$ cat src/hdl/acr_regs.svh
// Register offsets, field positions, reset values and serial frame geometry of the config slice
`ifndef ACR_REGS_SVH
`define ACR_REGS_SVH

// ****************************************************************
// Register offsets on the serial control port
// ****************************************************************
`define ACR_OFS_CTRL 7'h11
`define ACR_OFS_LOAD 7'h13
`define ACR_OFS_PAT_LO 7'h14
`define ACR_OFS_PAT_MID 7'h15
`define ACR_OFS_PAT_HI 7'h16

// ****************************************************************
// Field positions
// ****************************************************************
`define ACR_BIT_SAMPLE_DELAY_LOOP_POWERDOWN 2
`define ACR_BIT_OFFSET_NULL 0
`define ACR_BIT_FUSE_LOAD 0
`define ACR_PAT_HI_MSB 1
`define ACR_SEL_MSB 7
`define ACR_SEL_LSB 5

// ****************************************************************
// Reset values and serial frame geometry
// ****************************************************************
`define ACR_RST_BYTE 8'h00
`define ACR_RST_WORD 18'h0_0000
`define ACR_RST_IFACE 3'h0
`define ACR_FRAME_BITS 5'h10
`define ACR_HDR_BITS 5'h08
`define ACR_CNT_ZERO 5'h00
`define ACR_CNT_ONE 5'h01

`endif

$ cat src/hdl/acr_pkg.sv
// Types shared by the config slice and its serial port
package acr_pkg;

   // Channel B pattern selector codes
   typedef enum logic [2:0]
   {
      ACR_PAT_NORMAL = 3'b000,
      ACR_PAT_RAMP = 3'b010,
      ACR_PAT_CONST = 3'b011
   } acr_pat_t;

   // One register write taken off the serial port
   typedef struct packed
   {
      logic valid;
      logic [6:0] addr;
      logic [7:0] data;
   } acr_wr_t;

endpackage

$ cat src/hdl/acr_serial_port.sv
// Serial control port slave: pin synchronisers, frame shifter, write strobe, read shift-out
`timescale 1ns/1ns
`default_nettype none
`include "acr_regs.svh"

module acr_serial_port
(
   // Clock and reset
   input wire logic clk_i,
   input wire logic rst_i,
   // Serial pins from the host
   input wire logic sclk_i,
   input wire logic sen_n_i,
   input wire logic sdi_i,
   // Read data for the addressed register
   input wire logic [7:0] rdata_i,
   // Register side
   output var acr_pkg::acr_wr_t wr_o,
   output logic [6:0] rd_addr_o,
   // Serial data out pin
   output logic sdo_o,
   output logic sdo_oe_o
);

   // ****************************************************************
   // Pin synchronisers
   // ****************************************************************
   logic [2:0] meta_reg;   // First stage, read only by the second
   logic [2:0] sync_reg;   // Second stage: {sclk, sen_n, sdi}
   logic [2:0] prev_reg;   // Delayed copy for edge detection

   always_ff @(posedge clk_i or posedge rst_i)
   begin
      if (rst_i)
      begin
         meta_reg <= 3'b010;
         sync_reg <= 3'b010;
         prev_reg <= 3'b010;
      end
      else
      begin
         meta_reg <= {sclk_i, sen_n_i, sdi_i};
         sync_reg <= meta_reg;
         prev_reg <= sync_reg;
      end
   end

   logic sclk_rise;
   logic sclk_fall;
   logic sel;
   assign sclk_rise = sync_reg[2] & ~prev_reg[2];
   assign sclk_fall = ~sync_reg[2] & prev_reg[2];
   assign sel = ~sync_reg[1];

   // ****************************************************************
   // Frame shifter
   // ****************************************************************
   logic [14:0] shift_reg, shift_next;   // Bits taken so far
   logic [4:0] cnt_reg, cnt_next;        // Rising edges in frame
   logic rw_reg, rw_next;                // High for a read frame
   logic [6:0] addr_reg, addr_next;      // Latched register address
   logic [7:0] out_reg, out_next;        // Read shift-out
   acr_pkg::acr_wr_t wr_reg, wr_next;    // Write strobe with data
   logic [15:0] word;                    // Whole frame incl. this bit

   assign word = {shift_reg, sync_reg[0]};

   // Next state of the frame shifter
   always_comb
   begin
      shift_next = shift_reg;
      cnt_next = cnt_reg;
      rw_next = rw_reg;
      addr_next = addr_reg;
      out_next = out_reg;
      wr_next = '0;
      if (!sel)
      begin
         // Deselect aborts any partial frame
         cnt_next = `ACR_CNT_ZERO;
      end
      else if (sclk_rise && cnt_reg != `ACR_FRAME_BITS)
      begin
         shift_next = word[14:0];
         cnt_next = cnt_reg + `ACR_CNT_ONE;
         // Header complete: direction and address
         if (cnt_reg == `ACR_HDR_BITS - `ACR_CNT_ONE)
         begin
            rw_next = word[7];
            addr_next = word[6:0];
         end
         // Last bit of a write frame
         if (cnt_reg == `ACR_FRAME_BITS - `ACR_CNT_ONE && !rw_reg)
         begin
            wr_next.valid = 1'b1;
            wr_next.addr = addr_reg;
            wr_next.data = word[7:0];
         end
      end
      else if (sclk_fall && rw_reg)
      begin
         // First fall after the header loads, later ones shift
         if (cnt_reg == `ACR_HDR_BITS)
            out_next = rdata_i;
         else if (cnt_reg > `ACR_HDR_BITS)
            out_next = {out_reg[6:0], 1'b0};
      end
   end

   // Register the frame shifter
   always_ff @(posedge clk_i or posedge rst_i)
   begin
      if (rst_i)
      begin
         shift_reg <= '0;
         cnt_reg <= `ACR_CNT_ZERO;
         rw_reg <= 1'b0;
         addr_reg <= '0;
         out_reg <= `ACR_RST_BYTE;
         wr_reg <= '0;
      end
      else
      begin
         shift_reg <= shift_next;
         cnt_reg <= cnt_next;
         rw_reg <= rw_next;
         addr_reg <= addr_next;
         out_reg <= out_next;
         wr_reg <= wr_next;
      end
   end

   assign wr_o = wr_reg;
   assign rd_addr_o = addr_reg;
   assign sdo_o = out_reg[7];
   // Drive only during the data phase of a read
   assign sdo_oe_o = sel & rw_reg & (cnt_reg >= `ACR_HDR_BITS);

endmodule
`default_nettype wire

$ cat src/hdl/acr_config_regs.sv
// Converter config slice: control byte, output map load, custom pattern and channel B pattern
`timescale 1ns/1ns
`default_nettype none
`include "acr_regs.svh"

// Behaviour
// - Delay-loop power-down selects half-period sampling
// - Bit 0 controls auto-zero, variant-dependent polarity
// - Load bit pulse loads interface bit mapping
// - Fuse load clears other serial register values
// - Custom value: constant pattern and ramp step
// - Selector: 000 normal, 010 ramp, 011 constant
module acr_config_regs
#(
   parameter bit FAST_VARIANT = 1'b1   // Fastest speed grade
)
(
   // Clock and reset
   input wire logic clk_i,
   input wire logic rst_i,
   // Serial control port pins
   input wire logic sclk_i,
   input wire logic sen_n_i,
   input wire logic sdi_i,
   output logic sdo_o,
   output logic sdo_oe_o,
   // Interface choice from the interface-select register
   input wire logic [2:0] iface_sel_i,
   // Converter datapath
   input wire logic sample_en_i,
   input wire logic [17:0] adc_data_i,
   output logic [17:0] chan_b_data_o,
   // Analog controls
   output logic sample_delay_loop_powerdown_o,
   output logic sampling_time_half_o,
   output logic offset_nulling_enable_o,
   // Output bit mapping
   output logic fuse_map_load_o,
   output logic [2:0] active_map_o
);

   // ****************************************************************
   // Helpers
   // ****************************************************************
   // Assemble the 18-bit custom value from its three bytes
   function automatic logic [17:0] fixed_value(input logic [7:0] lo, input logic [7:0] mid,
                                               input logic [7:0] hi);
      fixed_value = {hi[`ACR_PAT_HI_MSB:0], mid, lo};
   endfunction

   // ****************************************************************
   // Serial port
   // ****************************************************************
   acr_pkg::acr_wr_t wr;     // Write strobe from the port
   logic [6:0] rd_addr;      // Address of a read frame
   logic [7:0] rdata;        // Read mux output

   acr_serial_port u_port
   (
      .clk_i(clk_i),
      .rst_i(rst_i),
      .sclk_i(sclk_i),
      .sen_n_i(sen_n_i),
      .sdi_i(sdi_i),
      .rdata_i(rdata),
      .wr_o(wr),
      .rd_addr_o(rd_addr),
      .sdo_o(sdo_o),
      .sdo_oe_o(sdo_oe_o)
   );

   // ****************************************************************
   // Register file
   // ****************************************************************
   logic [7:0] ctrl_reg, ctrl_next;       // Sampling and offset control
   logic [7:0] load_reg, load_next;       // Output map load
   logic [7:0] pat_lo_reg, pat_lo_next;   // Custom value low byte
   logic [7:0] pat_mid_reg, pat_mid_next; // Custom value middle byte
   logic [7:0] pat_hi_reg, pat_hi_next;   // Custom high bits and selector
   logic [2:0] map_reg, map_next;         // Mapping now in effect
   logic load_pulse_reg, load_pulse_next; // Load strobe out
   logic fuse_load;                       // One-then-zero seen

   // A load happens when bit 0 goes from one back to zero
   assign fuse_load = wr.valid && wr.addr == `ACR_OFS_LOAD && load_reg[`ACR_BIT_FUSE_LOAD]
                      && !wr.data[`ACR_BIT_FUSE_LOAD];

   // Next values of the register file
   always_comb
   begin
      ctrl_next = ctrl_reg;
      load_next = load_reg;
      pat_lo_next = pat_lo_reg;
      pat_mid_next = pat_mid_reg;
      pat_hi_next = pat_hi_reg;
      map_next = map_reg;
      load_pulse_next = fuse_load;
      if (fuse_load)
      begin
         // Load wipes earlier configuration writes
         ctrl_next = `ACR_RST_BYTE;
         pat_lo_next = `ACR_RST_BYTE;
         pat_mid_next = `ACR_RST_BYTE;
         pat_hi_next = `ACR_RST_BYTE;
         load_next = wr.data;
         map_next = iface_sel_i;
      end
      else if (wr.valid)
      begin
         // Bits are stored as written; zero-only bits rely on the host
         unique case (wr.addr)
            `ACR_OFS_CTRL: ctrl_next = wr.data;
            `ACR_OFS_LOAD: load_next = wr.data;
            `ACR_OFS_PAT_LO: pat_lo_next = wr.data;
            `ACR_OFS_PAT_MID: pat_mid_next = wr.data;
            `ACR_OFS_PAT_HI: pat_hi_next = wr.data;
            default: ;   // Unmapped: ignored
         endcase
      end
   end

   // Register the register file
   always_ff @(posedge clk_i or posedge rst_i)
   begin
      if (rst_i)
      begin
         ctrl_reg <= `ACR_RST_BYTE;
         load_reg <= `ACR_RST_BYTE;
         pat_lo_reg <= `ACR_RST_BYTE;
         pat_mid_reg <= `ACR_RST_BYTE;
         pat_hi_reg <= `ACR_RST_BYTE;
         map_reg <= `ACR_RST_IFACE;
         load_pulse_reg <= 1'b0;
      end
      else
      begin
         ctrl_reg <= ctrl_next;
         load_reg <= load_next;
         pat_lo_reg <= pat_lo_next;
         pat_mid_reg <= pat_mid_next;
         pat_hi_reg <= pat_hi_next;
         map_reg <= map_next;
         load_pulse_reg <= load_pulse_next;
      end
   end

   // Read mux; unmapped addresses read zero
   always_comb
   begin
      unique case (rd_addr)
         `ACR_OFS_CTRL: rdata = ctrl_reg;
         `ACR_OFS_LOAD: rdata = load_reg;
         `ACR_OFS_PAT_LO: rdata = pat_lo_reg;
         `ACR_OFS_PAT_MID: rdata = pat_mid_reg;
         `ACR_OFS_PAT_HI: rdata = pat_hi_reg;
         default: rdata = `ACR_RST_BYTE;
      endcase
   end

   // ****************************************************************
   // Analog controls
   // ****************************************************************
   // Power-down gives duty-cycle (half period) sampling, else quarter
   assign sample_delay_loop_powerdown_o = ctrl_reg[`ACR_BIT_SAMPLE_DELAY_LOOP_POWERDOWN];
   assign sampling_time_half_o = ctrl_reg[`ACR_BIT_SAMPLE_DELAY_LOOP_POWERDOWN];
   // Polarity flips on the slower grades; the fastest grade passes bit 0 through
   assign offset_nulling_enable_o = FAST_VARIANT ? ctrl_reg[`ACR_BIT_OFFSET_NULL]
                                                 : ~ctrl_reg[`ACR_BIT_OFFSET_NULL];
   assign fuse_map_load_o = load_pulse_reg;
   assign active_map_o = map_reg;

   // ****************************************************************
   // Channel B pattern
   // ****************************************************************
   logic [17:0] custom;                  // Assembled custom value
   logic [17:0] ramp_reg, ramp_next;     // Ramp accumulator
   logic [17:0] chb_reg, chb_next;       // Output sample
   logic [2:0] sel_code;                 // Selector field

   assign custom = fixed_value(pat_lo_reg, pat_mid_reg, pat_hi_reg);
   assign sel_code = pat_hi_reg[`ACR_SEL_MSB:`ACR_SEL_LSB];

   // Next output sample, once per sample strobe
   always_comb
   begin
      ramp_next = ramp_reg;
      chb_next = chb_reg;
      if (sample_en_i)
      begin
         // Ramp restarts from zero on any sample strobe where it is not selected
         ramp_next = `ACR_RST_WORD;
         unique case (sel_code)
            acr_pkg::ACR_PAT_RAMP:
            begin
               chb_next = ramp_reg;
               ramp_next = ramp_reg + custom;
            end
            acr_pkg::ACR_PAT_CONST: chb_next = custom;
            default: chb_next = adc_data_i;
         endcase
      end
   end

   // Register the pattern path
   always_ff @(posedge clk_i or posedge rst_i)
   begin
      if (rst_i)
      begin
         ramp_reg <= `ACR_RST_WORD;
         chb_reg <= `ACR_RST_WORD;
      end
      else
      begin
         ramp_reg <= ramp_next;
         chb_reg <= chb_next;
      end
   end

   assign chan_b_data_o = chb_reg;
endmodule
`default_nettype wire

$ cat config.mk
export PLATFORM = sky130hd
export DESIGN_NAME = acr_config_regs
export DESIGN_NICKNAME = d
export VERILOG_FILES = /design/src/hdl/acr_pkg.sv /design/src/hdl/acr_serial_port.sv /design/src/hdl/acr_config_regs.sv
export VERILOG_INCLUDE_DIRS = /design/src /design/src/hdl
export SDC_FILE = /design/constraint.sdc
export NUM_CORES = 1
export LEC_CHECK = 0
export ABC_AREA = 0
export BUFFER_PORTS_ARGS = -buffer_cell sky130_fd_sc_hd__buf_2
export CAP_MARGIN = 20
export CORE_MARGIN = 3
export CORE_UTILIZATION = 60
export DETAILED_ROUTE_END_ITERATION = 8
export GPL_TIMING_DRIVEN = 0
export HOLD_SLACK_MARGIN = 0.08
export PLACE_DENSITY = 0.92
export SLEW_MARGIN = 25
export SYNTH_ARGS = -nofsm -noshare
export SYNTH_HDL_FRONTEND = slang
export SYNTH_SLANG_ARGS = --single-unit
export TNS_END_PERCENT = 30
$ cat constraint.sdc
create_clock -name clk_i -period 6.05 [get_ports clk_i]
set_input_delay 1.21 -clock clk_i [delete_from_list [all_inputs] [get_ports clk_i]]
set_output_delay 1.21 -clock clk_i [all_outputs]
set_load 0.02 [all_outputs]
==> summary.md, run 1 <==
| Metric | Value |
|---|---|
| Status | `finished, final reports clean` |
| First DRT Iteration DRCs | `361` |
| Detail Route Antenna Nets | `0` |
| Synth unique cells | `66` |
| Root Driver | `clkbuf_8` |
| Synth Area in Compound Gates | `11.4%` |
| Top Family by Delay on Critical Path | `flip-flops` |
| YS warnings | `0` |
| Drt via density | `6.03` |
| Depth of the CTS H-tree | `4` |
| Power Density | `276 mW/mm^2` |
| XOR/XNOR Fraction of Synth Area | `1.84%` |
| Met1 Track Usage GR | `31.5%` |
| Critical Path RT | `4.84 ns` |
| CP arrival | `1.60 ns` |
| Clk sinks | `131` |
| Async SR Flop Fraction | `100%` |
| Rows | `37` |
| Vias in the first global route | `5134` |
| RSZ-0062 raised after global routing | `no` |
| Initial core utilization | `63.1%` |
| Total length of routed wires | `15500 um` |
| Die Wd | `111 um` |
| Syn avg cell area | `11.5 um^2` |
| Chip Height | `111 um` |
| Worst-case clock skew | `0.00853 ns` |
| Sequential-to-total area share from yosys stat | `49.3%` |
| Synth Area in Adders | `4.06%` |
| HPWL Detailed | `10500 um` |
| CTS Buffer Depth | `2` |
| Fillers | `722` |
| Achievable Freq | `356 MHz` |
| Reg area | `0.00328 mm^2` |
| Vias | `4807` |
| Nets | `697` |
| Cts bufs inserted | `17` |
| Clock slew at reported path FFs | `0.06 ns` |
| Mux share of post-synthesis cell area | `18.1%` |
| Area of the multi-input gates | `0.00318 mm^2` |
| Grt ovf | `0` |
| Placer Congestion | `0.887` |
| Critical path's slowest cell | `dfrtp_1` |
| WL per Instance | `19.4 um` |
| Rel. slew slack | `46.3%` |
| Final worst path period share | `46.4%` |
| #FFs+latches synth | `131` |
| Global-route wire length before repair | `26000 um` |
| Setup TNS | `0 ns` |
| Reg2reg start | `pat_lo_reg[0]` |
| Initial antenna violation count | `0` |
| CTS tree | `yes` |
| Grt met3 use | `6.41%` |
| Busiest grt layer | `met2` |
| Ys flop type | `dfrtp_1` |
| Hold wc startpoint | `u_port.meta_reg[0]` |
| Latest clock arrival within the worst-skew pair | `0.52 ns` |
| Final Max Slew Viols | `0` |
| Layout cells sized above 1 | `27.7%` |
| Post-Syn Instances | `577` |
| Synth Area in Simple Gates | `12.3%` |
| Peak VDD IR | `0.204 mV` |
| Synthesized Nets | `625` |
| Worst Tran Pin Value | `0.806 ns` |
| Layout area overhead | `16.5%` |
| CP Capture Type | `primary output` |
| Max incr delay on CP | `0.44 ns` |
| Largest family of logic cells by synthesized area | `multiplexers` |
| Met2 Usage GRT | `45.8%` |
| Min Tclk post-route | `2.81 ns` |
| Total iterations of the first detailed-routing run | `5` |
| Max_cap viols | `0` |
| Full die area | `0.0124 mm^2` |
| Setup Crit Path Kind | `flop to primary output` |
| Setup Fix Bufs, Post-CTS | `0` |
| IO Port Bufs | `52` |
| Hold Buf Count CTS | `0` |
| Class of the worst hold path | `flop to flop` |
| # setup viols final | `0` |
| CP max FO | `5` |
| Critical-path cell list | `nor2_1 -> nor3b_1 -> buf_2` |
| CP startpoint | `u_port.cnt_reg[3]` |
| Startpoint Class | `flop` |
| Mapped Area | `0.00666 mm^2` |
| Hold Violations, Final | `0` |
| # IOs | `54` |
| Area of the core | `0.0106 mm^2` |
| LEAKAGE | `0.00359 uW` |
| GRT Total Usage | `26.3%` |
| DR DRC count | `0` |
| Commonest cells after routing, fill and taps aside | `129 x dfrtp_1, 56 x buf_2, 52 x mux2_2` |
| # diodes | `0` |
| Number of synthesized flops with an enable pin | `0` |
| Post_cts resized | `0` |
| Most common cell after layout, fill and taps aside | `dfrtp_1` |
| Post-layout util | `73.5%` |
| Largest net degree at the start of global routing | `107` |
| Buffers and inverters on the worst path | `1` |
area by class of cell:
type | count | area share (%)
well taps | 136 | 2.19
flip-flops and latches | 131 | 42.3
clock buffers | 18 | 5.39
clock inverters | 13 | 2.71
inverters | 21 | 1.11
plain buffers | 26 | 1.61
multi-input cells | 399 | 41.0
repair buffers | 53 | 3.71
Yosys cell counts (all sizes together) (2+ instances only):
| library cell | instances | area, um^2 |
|---|---|---|
| o2111ai | 2 | 17.5 |
| or3 | 3 | 18.8 |
| a31oi | 2 | 12.5 |
| nor4 | 3 | 18.8 |
| inv | 21 | 78.8 |
| mux2 | 72 | 856 |
| nor3 | 5 | 36.3 |
| a21oi | 18 | 93.8 |
| nand2b | 5 | 31.3 |
| clkbuf | 14 | 52.6 |
| ha | 20 | 250 |
| dfrtp | 129 | 3230 |
| nand3 | 11 | 55.1 |
| xor2 | 10 | 87.6 |
| mux2i | 35 | 350 |
| and2 | 22 | 155 |
| or2 | 2 | 12.5 |
| o2bb2ai | 8 | 70.1 |
| o21ai | 34 | 174 |
| and3b | 2 | 17.5 |
| nor3b | 3 | 32.5 |
| nand3b | 2 | 27.5 |
| xnor2 | 4 | 35.0 |
| nor2b | 3 | 18.8 |
| nand2 | 50 | 190 |
| o21bai | 2 | 15.0 |
| nor2 | 23 | 86.3 |
| o31ai | 5 | 51.3 |
| nand4 | 4 | 25.0 |
| o211ai | 15 | 113 |
| a21o | 5 | 37.5 |
| buf | 12 | 72.6 |
| dfstp | 2 | 52.6 |
| and3 | 4 | 25.0 |
| nor4b | 3 | 47.5 |
| a211oi | 5 | 37.5 |
| a211o | 2 | 17.5 |
| o21a | 3 | 22.5 |
stage by stage:
step / hold WS [ns] / cells / worst slack [ns] / power (uW) / cell area [um^2]
after floorplan: 0.331 / 577 / 1.35 / 1020 / 6660
after global placement: 0.333 / 765 / 0.0895 / 1060 / 7090
after detailed placement: 0.341 / 766 / 3.11 / 1070 / 7130
after CTS: 0.355 / 797 / 3.24 / 2160 / 7750
after global routing: 0.358 / 797 / 3.18 / 2210 / 7760
final: 0.355 / 797 / 3.24 / 2140 / 7760
worst register-to-register path: stages (launching register included):
cell and delay [ns]:
dfrtp_1 0.45, ha_1 0.28, inv_1 0.09, fa_1 0.18, nor2b_1 0.08, o2111ai_1 0.25
nand4_1 0.18, and3_1 0.22, a2111oi_4 0.48, a211o_1 0.20, o221ai_1 0.11
routing by layer:
layer  wire length, um  share of wire (%)
met5                 0                  0
met2              7890                 51
met3               913                5.9
met4               461                3.0
met1              6240                 40
worst paths after layout:
path / endpoint / slack (ns) / depth (start not counted)
max in group asynchronous: u_port.sync_reg[1] / 4.67 / 3
min in group asynchronous: chan_b_data_o[1] / 0.63 / 2
setup reg to reg: ramp_reg[16] / 3.40 / 10
setup / recovery: sdo_oe_o / 3.24 / 3
hold / removal: u_port.sync_reg[0] / 0.35 / 0
hold reg to reg: u_port.sync_reg[0] / 0.35 / 0
power by group:
group	internal [uW]	switching (uW)	total (uW)	leakage (uW)
Combinational	49.1	62.0	111	0.00156
Sequential	912	25.7	938	0.00174
Clock	708	383	1090	0.000289
cell families after synthesis:
logic type	Yosys count
simple gates	147
flops	131
compound gates	110
mux	107
buf+inv	47
fa+ha+maj	21
xor+xnor	14
No activity file was read; power rests on OpenSTA's default activity.
==> inputs of run 2 (changes only) <==
==> constraint.sdc (replaced) <==
create_clock -name clk_i -period 2.9 [get_ports clk_i]
set_input_delay 0.58 -clock clk_i [delete_from_list [all_inputs] [get_ports clk_i]]
set_output_delay 0.58 -clock clk_i [all_outputs]
set_load 0.02 [all_outputs]
==> run 2 against run 1 <==
Effect of this change:
- die area is the same
- sequential cell count is the same
- first-iteration DRC count shrank 20%
- global-route usage shrank 0.77 points
- cell count grew 0.25%
- register-to-register slack lost 3.2 ns
- critical path depth grew 7
- count of clock-buffer cells in the layout grew 3
- cell area shrank 0.50%
- via count grew 0.23%
- clock skew is essentially flat
- critical path type is now flop to flop
==> summary.md, run 2 (synthesized netlist as in run 1, its figures left out) <==
| Metric | Value |
|---|---|
| Status | `finished, final reports clean (unchanged)` |
| Final worst path period share | `93.4%` |
| Die Wd | `111 um (unchanged)` |
| Worst-case clock skew | `0.00831 ns (was 0.00853 ns)` |
| HPWL Detailed | `11000 um (was 10500 um)` |
| Achievable Freq | `369 MHz` |
| Depth of the CTS H-tree | `4 (unchanged)` |
| Initial core utilization | `63.1% (unchanged)` |
| CP max FO | `5 (unchanged)` |
| Rel. slew slack | `47.4% (was 46.3%)` |
| Worst Tran Pin Value | `0.789 ns (was 0.806 ns)` |
| First DRT Iteration DRCs | `289 (was 361)` |
| GRT Total Usage | `25.6% (was 26.3%)` |
| Clk sinks | `131 (unchanged)` |
| Detail Route Antenna Nets | `0 (unchanged)` |
| CP Capture Type | `flop (was primary output)` |
| DP Area | `0.00718 mm^2 (was 0.00713 mm^2)` |
| Full die area | `0.0124 mm^2 (unchanged)` |
| DR DRC count | `0 (unchanged)` |
| Max_cap viols | `0 (unchanged)` |
| Dpl cells | `769 (was 766)` |
| Clock slew at reported path FFs | `0.06 ns (about the same)` |
| Layout cells sized above 1 | `27.8% (was 27.7%)` |
| Root Driver | `clkbuf_8 (unchanged)` |
| Cts bufs inserted | `17 (unchanged)` |
| Critical Path RT | `3.30 ns (was 4.84 ns)` |
| Power Density | `537 mW/mm^2 (was 276 mW/mm^2)` |
| CTS tree | `yes (unchanged)` |
| Layout area overhead | `15.9% (was 16.5%)` |
| # IOs | `54 (unchanged)` |
| RR Endpoint | `ramp_reg[12] (was ramp_reg[16])` |
| Vias | `4818 (was 4807)` |
| # setup viols final | `0 (unchanged)` |
| Latest clock arrival within the worst-skew pair | `0.53 ns (was 0.52 ns)` |
| CP arrival | `3.11 ns (was 1.60 ns)` |
| IO Port Bufs | `52 (unchanged)` |
| Grt ovf | `0 (unchanged)` |
| Global-route wire length before repair | `25100 um (was 26000 um)` |
| LEAKAGE | `0.00358 uW (was 0.00359 uW)` |
| Largest net degree at the start of global routing | `33 (was 107)` |
| Post-layout util | `73.2% (was 73.5%)` |
| Hold Violations, Final | `0 (unchanged)` |
| Hold Buf Count CTS | `0 (unchanged)` |
| Rows | `37 (unchanged)` |
| WL per Instance | `19.1 um (was 19.4 um)` |
| RSZ-0062 raised after global routing | `no (unchanged)` |
| Finished Layout Cells | `799 (was 797)` |
| Class of the worst hold path | `input pin to async pin (was flop to flop)` |
| Most common cell after layout, fill and taps aside | `dfrtp_1 (unchanged)` |
| Chip Height | `111 um (unchanged)` |
| Initial antenna violation count | `0 (unchanged)` |
| Peak VDD IR | `0.520 mV (was 0.204 mV)` |
| Commonest cells after routing, fill and taps aside | `129 x dfrtp_1, 56 x buf_2, 52 x mux2_2 (unchanged)` |
| # diodes | `0 (unchanged)` |
| Post-route cell area | `0.00772 mm^2 (was 0.00776 mm^2)` |
| Final Max Slew Viols | `0 (unchanged)` |
| R2R setup slack | `0.19 ns (was 3.40 ns)` |
| DP Worst Slack | `0.333 ns (was 3.11 ns)` |
| Final setup margin | `0.192 ns (was 3.24 ns)` |
| Vias in the first global route | `5039 (was 5134)` |
| Power, Total | `4140 uW (was 2140 uW)` |
| Startpoint Class | `flop (unchanged)` |
| Drt via density | `6.03 (about the same)` |
| Min Tclk post-route | `2.71 ns` |
| CTS Buffer Depth | `2 (unchanged)` |
| Area of the core | `0.0106 mm^2 (unchanged)` |
| Placer Congestion | `0.889 (was 0.887)` |
| Total length of routed wires | `15300 um (was 15500 um)` |
| Worst R2R Path Depth | `10 (unchanged)` |
| Setup Crit Path Kind | `flop to flop (was flop to primary output)` |
| Post_cts resized | `0 (unchanged)` |
| Nets | `700 (was 697)` |
| Reg2reg start | `pat_lo_reg[0] (unchanged)` |
| Setup Fix Bufs, Post-CTS | `0 (unchanged)` |
| Total iterations of the first detailed-routing run | `4 (was 5)` |
run 2: cell types whose count changed in the layout (fill, tap and decap cells not counted):
| cell | before | now |
|---|---|---|
| clkinv_4 | 2 | 1 |
| clkbuf_1 | 15 | 16 |
| clkbuf_8 | 1 | 3 |
| buf_12 | 0 | 3 |
| inv_8 | 1 | 0 |
| bufinv_16 | 5 | 1 |
| clkinv_2 | 1 | 3 |
run 2: worst max path at each step:
| stage | startpoint | endpoint | slack [ns] | cells past startpoint |
|---|---|---|---|---|
| after floorplan | u_port.cnt_reg[0] | u_port.rd_addr_o[0] | 0.66 | 9 |
| after global placement | rst_i | chan_b_data_o[12] | -0.03 | 2 |
| after detailed placement | u_port.cnt_reg[0] | u_port.rd_addr_o[0] | 0.33 | 9 |
| after CTS | pat_lo_reg[0] | ramp_reg[12] | 0.25 | 10 |
| after global routing | pat_lo_reg[0] | ramp_reg[12] | 0.03 | 10 |
| final | pat_lo_reg[0] | ramp_reg[12] | 0.19 | 10 |
run 2: power by group:
part	total [uW]	leakage [uW]	internal (uW)	switching, uW
logic	241	0.00158	110	131
registers	1960	0.00174	1900	60.7
clock network	1940	0.000252	1170	772
total	4140	0.00358	3180	964
run 2: routing by layer:
layer | track usage, % | up-vias | share of wire, %
met5 | 0 | - | 0
met2 | 46.1 | 137 | 53
met3 | 5.76 | 44 | 4.3
met1 | 29.6 | 2424 | 40
li1 | - | 2213 | -
met4 | 10.1 | 0 | 3.1
run 2: through the flow:
step | hold slack [ns] | setup TNS (ns)
global placement | 0.333 | -3.14
global route | 0.125 | 0
detailed placement | 0.337 | 0
finish | 0.109 | 0
floorplan | 0.331 | 0
CTS | 0.108 | 0
run 2: area by class of cell:
cell class / count / area, um^2
flip-flops and latches: 131 / 3280
clock inverters: 9 / 83.8
repair buffers: 56 / 348
plain buffers: 26 / 125
fillers: 702 / 2830
clock buffers: 21 / 449
inverters: 21 / 82.6
multi-input cells: 399 / 3180
well taps: 136 / 170
run 2: critical path: stages, from the launching register on:
cell and delay (ns):
dfrtp_1 0.43, ha_1 0.25, inv_1 0.08, fa_1 0.19, nor2b_1 0.08, o2111ai_1 0.25, nand4_1 0.18, and3_1 0.21
a2111oi_4 0.49, xor2_1 0.13, o31ai_1 0.29
==> inputs of run 3 (changes only) <==
--- a/config.mk
+++ b/config.mk
@@ -10,11 +10,11 @@
 export BUFFER_PORTS_ARGS = -buffer_cell sky130_fd_sc_hd__buf_2
 export CAP_MARGIN = 20
 export CORE_MARGIN = 3
-export CORE_UTILIZATION = 60
+export CORE_UTILIZATION = 40
 export DETAILED_ROUTE_END_ITERATION = 8
 export GPL_TIMING_DRIVEN = 0
 export HOLD_SLACK_MARGIN = 0.08
-export PLACE_DENSITY = 0.92
+export PLACE_DENSITY = 0.69
 export SLEW_MARGIN = 25
 export SYNTH_ARGS = -nofsm -noshare
 export SYNTH_HDL_FRONTEND = slang
==> run 3 against run 2 <==
Effect of this change:
- core utilization decreased by 24 points
- clock power increased by 9%
- non-clock buffer count stayed put
- first-iteration DRC count grew 5.5%
- combinational power barely moved
- cell count up 10%
- total power is 4.0% higher
- setup slack better by 0.022 ns
- critical path depth unchanged
- sequential share of layout area down 0.82 points
- die area grew 47%
- critical endpoint is now ramp_reg[16]
- highest routed layer unchanged
==> summary.md, run 3 (synthesized netlist as in run 1, its figures left out) <==
| Metric | Value |
|---|---|
| Buffers and inverters on the worst path | `1 (unchanged)` |
| Depth of the CTS H-tree | `4 (unchanged)` |
| Setup Fix Bufs, Post-CTS | `0 (unchanged)` |
| CP Capture Type | `flop (unchanged)` |
| Number of cells on the critical path | `10 (unchanged)` |
| Achievable Freq | `372 MHz (was 369 MHz)` |
| Chip Height | `135 um (was 111 um)` |
| GRT Total Usage | `17.4% (was 25.6%)` |
| # diodes | `0 (unchanged)` |
| Worst-case clock skew | `0.00703 ns (was 0.00831 ns)` |
| WL per Instance | `16.9 um (was 19.1 um)` |
| Detail Route Antenna Nets | `0 (unchanged)` |
| CP startpoint | `pat_lo_reg[0] (unchanged)` |
| Final worst path period share | `92.6% (was 93.4%)` |
| Rows | `46 (was 37)` |
| IO Port Bufs | `52 (unchanged)` |
| Total length of routed wires | `14900 um (was 15300 um)` |
| Drt via density | `5.27 (was 6.03)` |
| Startpoint Class | `flop (unchanged)` |
| Largest net degree at the start of global routing | `34 (was 33)` |
| Initial antenna violation count | `0 (unchanged)` |
| Vias in the first global route | `4974 (was 5039)` |
| Final Max Slew Viols | `0 (unchanged)` |
| R2R setup slack | `0.21 ns (was 0.19 ns)` |
| Layout cells sized above 1 | `28.3% (was 27.8%)` |
| Min Tclk post-route | `2.69 ns (was 2.71 ns)` |
| Grt ovf | `0 (unchanged)` |
| CTS Buffer Depth | `2 (unchanged)` |
| Crit path capture | `ramp_reg[16] (was ramp_reg[12])` |
| Post_cts resized | `0 (unchanged)` |
| LEAKAGE | `0.00360 uW (was 0.00358 uW)` |
| Dpl cells | `849 (was 769)` |
| Full die area | `0.0182 mm^2 (was 0.0124 mm^2)` |
| Layout area overhead | `18.2% (was 15.9%)` |
| # IOs | `54 (unchanged)` |
| Cts bufs inserted | `17 (unchanged)` |
| Max incr delay on CP | `0.51 ns (was 0.49 ns)` |
| Total iterations of the first detailed-routing run | `4 (unchanged)` |
| Hold Buf Count CTS | `0 (unchanged)` |
| Global-route wire length before repair | `25000 um (was 25100 um)` |
| Nets | `700 (unchanged)` |
| Worst Tran Pin Value | `0.817 ns (was 0.789 ns)` |
| Hold Violations, Final | `0 (unchanged)` |
| Peak VDD IR | `0.673 mV (was 0.520 mV)` |
| # setup viols final | `0 (unchanged)` |
| Power Density | `547 mW/mm^2 (was 537 mW/mm^2)` |
| Most common cell after layout, fill and taps aside | `dfrtp_1 (unchanged)` |
| Critical path's slowest cell | `a2111oi_4 (unchanged)` |
| Class of the worst hold path | `input pin to async pin (unchanged)` |
| First DRT Iteration DRCs | `305 (was 289)` |
| CP max FO | `5 (unchanged)` |
| Rel. slew slack | `45.6% (was 47.4%)` |
| Initial core utilization | `41.3% (was 63.1%)` |
| Clk sinks | `131 (unchanged)` |
| RR Endpoint | `ramp_reg[16] (was ramp_reg[12])` |
| Die Wd | `135 um (was 111 um)` |
| Vias | `4645 (was 4818)` |
| Critical Path RT | `3.16 ns (was 3.30 ns)` |
| DR DRC count | `0 (unchanged)` |
| Status | `finished, final reports clean (unchanged)` |
| Critical-path cell list | `ha_1 -> inv_1 -> fa_1 -> nor2b_1 -> o2111ai_1 -> nand4_1 -> and3_1 -> a2111oi_4 -> a211o_1 -> o221ai_1 (was ha_1 -> inv_1 -> fa_1 -> nor2b_1 -> o2111ai_1 -> nand4_1 -> and3_1 -> a2111oi_4 -> xor2_1 -> o31ai_1)` |
| Top Family by Delay on Critical Path | `compound AO/OA/AOI/OAI gates (unchanged)` |
| Root Driver | `clkbuf_16 (was clkbuf_8)` |
| Placer Congestion | `0.846 (was 0.889)` |
| HPWL Detailed | `11100 um (was 11000 um)` |
| Worst R2R Path Depth | `10 (unchanged)` |
| Power, Total | `4310 uW (was 4140 uW)` |
| Finished Layout Cells | `881 (was 799)` |
| Reg2reg start | `pat_lo_reg[0] (unchanged)` |
| Commonest cells after routing, fill and taps aside | `129 x dfrtp_1, 56 x buf_2, 52 x mux2_2 (unchanged)` |
| Max_cap viols | `0 (unchanged)` |
| Clock slew at reported path FFs | `0.06 ns (about the same)` |
| CP arrival | `2.94 ns (was 3.11 ns)` |
| RSZ-0062 raised after global routing | `no (unchanged)` |
| Latest clock arrival within the worst-skew pair | `0.42 ns (was 0.53 ns)` |
| Area of the core | `0.0161 mm^2 (was 0.0106 mm^2)` |
| CTS tree | `yes (unchanged)` |
| Setup Crit Path Kind | `flop to flop (unchanged)` |
## run 3: worst min path at each step
| stage | start | end | slack [ns] | depth (start not counted) |
|---|---|---|---|---|
| finish | rst_i | active_map_o[0] | 0.26 | 2 |
| floorplan | u_port.meta_reg[0] | u_port.sync_reg[0] | 0.33 | 0 |
| global placement | u_port.meta_reg[0] | u_port.sync_reg[0] | 0.33 | 0 |
| detailed placement | u_port.meta_reg[0] | u_port.sync_reg[0] | 0.33 | 0 |
| CTS | sen_n_i | u_port.meta_reg[1] | 0.24 | 1 |
| global route | sen_n_i | u_port.meta_reg[1] | 0.25 | 1 |
## run 3: metrics by stage
stage | util, % | hold WS, ns | setup WS, ns | setup TNS (ns) | instance area [um^2]
after global placement | 44.6 | 0.332 | -0.0846 | -10.31 | 7190
after global routing | 48.9 | 0.248 | 0.0787 | 0 | 7870
final | 48.9 | 0.257 | 0.214 | 0 | 7870
after detailed placement | 45.2 | 0.335 | 0.297 | 0 | 7280
after CTS | 48.8 | 0.243 | 0.255 | 0 | 7870
after floorplan | - | 0.331 | 0.663 | 0 | 6660
## run 3: report_power, final
group / switching, uW / total [uW] / internal, uW / leakage (uW)
Clock: 836 / 2110 / 1270 / 0.000274
Combinational: 130 / 239 / 110 / 0.00158
Sequential: 59.4 / 1960 / 1900 / 0.00174
Total: 1020 / 4310 / 3280 / 0.00360
## run 3: per-layer routing
layer	share of wire [%]	track usage, %	vias to the layer above
met4	2.3	7.11	0
met5	0	0	-
met2	51	29.7	108
met1	43	21.2	2287
met3	3.7	3.91	24
li1	-	-	2226
## run 3: cell type report
type | count | area [um^2]
buffer | 26 | 125
clock buffer | 17 | 425
clock inverter | 15 | 159
fill | 1425 | 8240
inverter | 21 | 82.6
multi-input combinational | 399 | 3180
sequential | 131 | 3280
tap | 216 | 270
timing repair buffer | 56 | 348
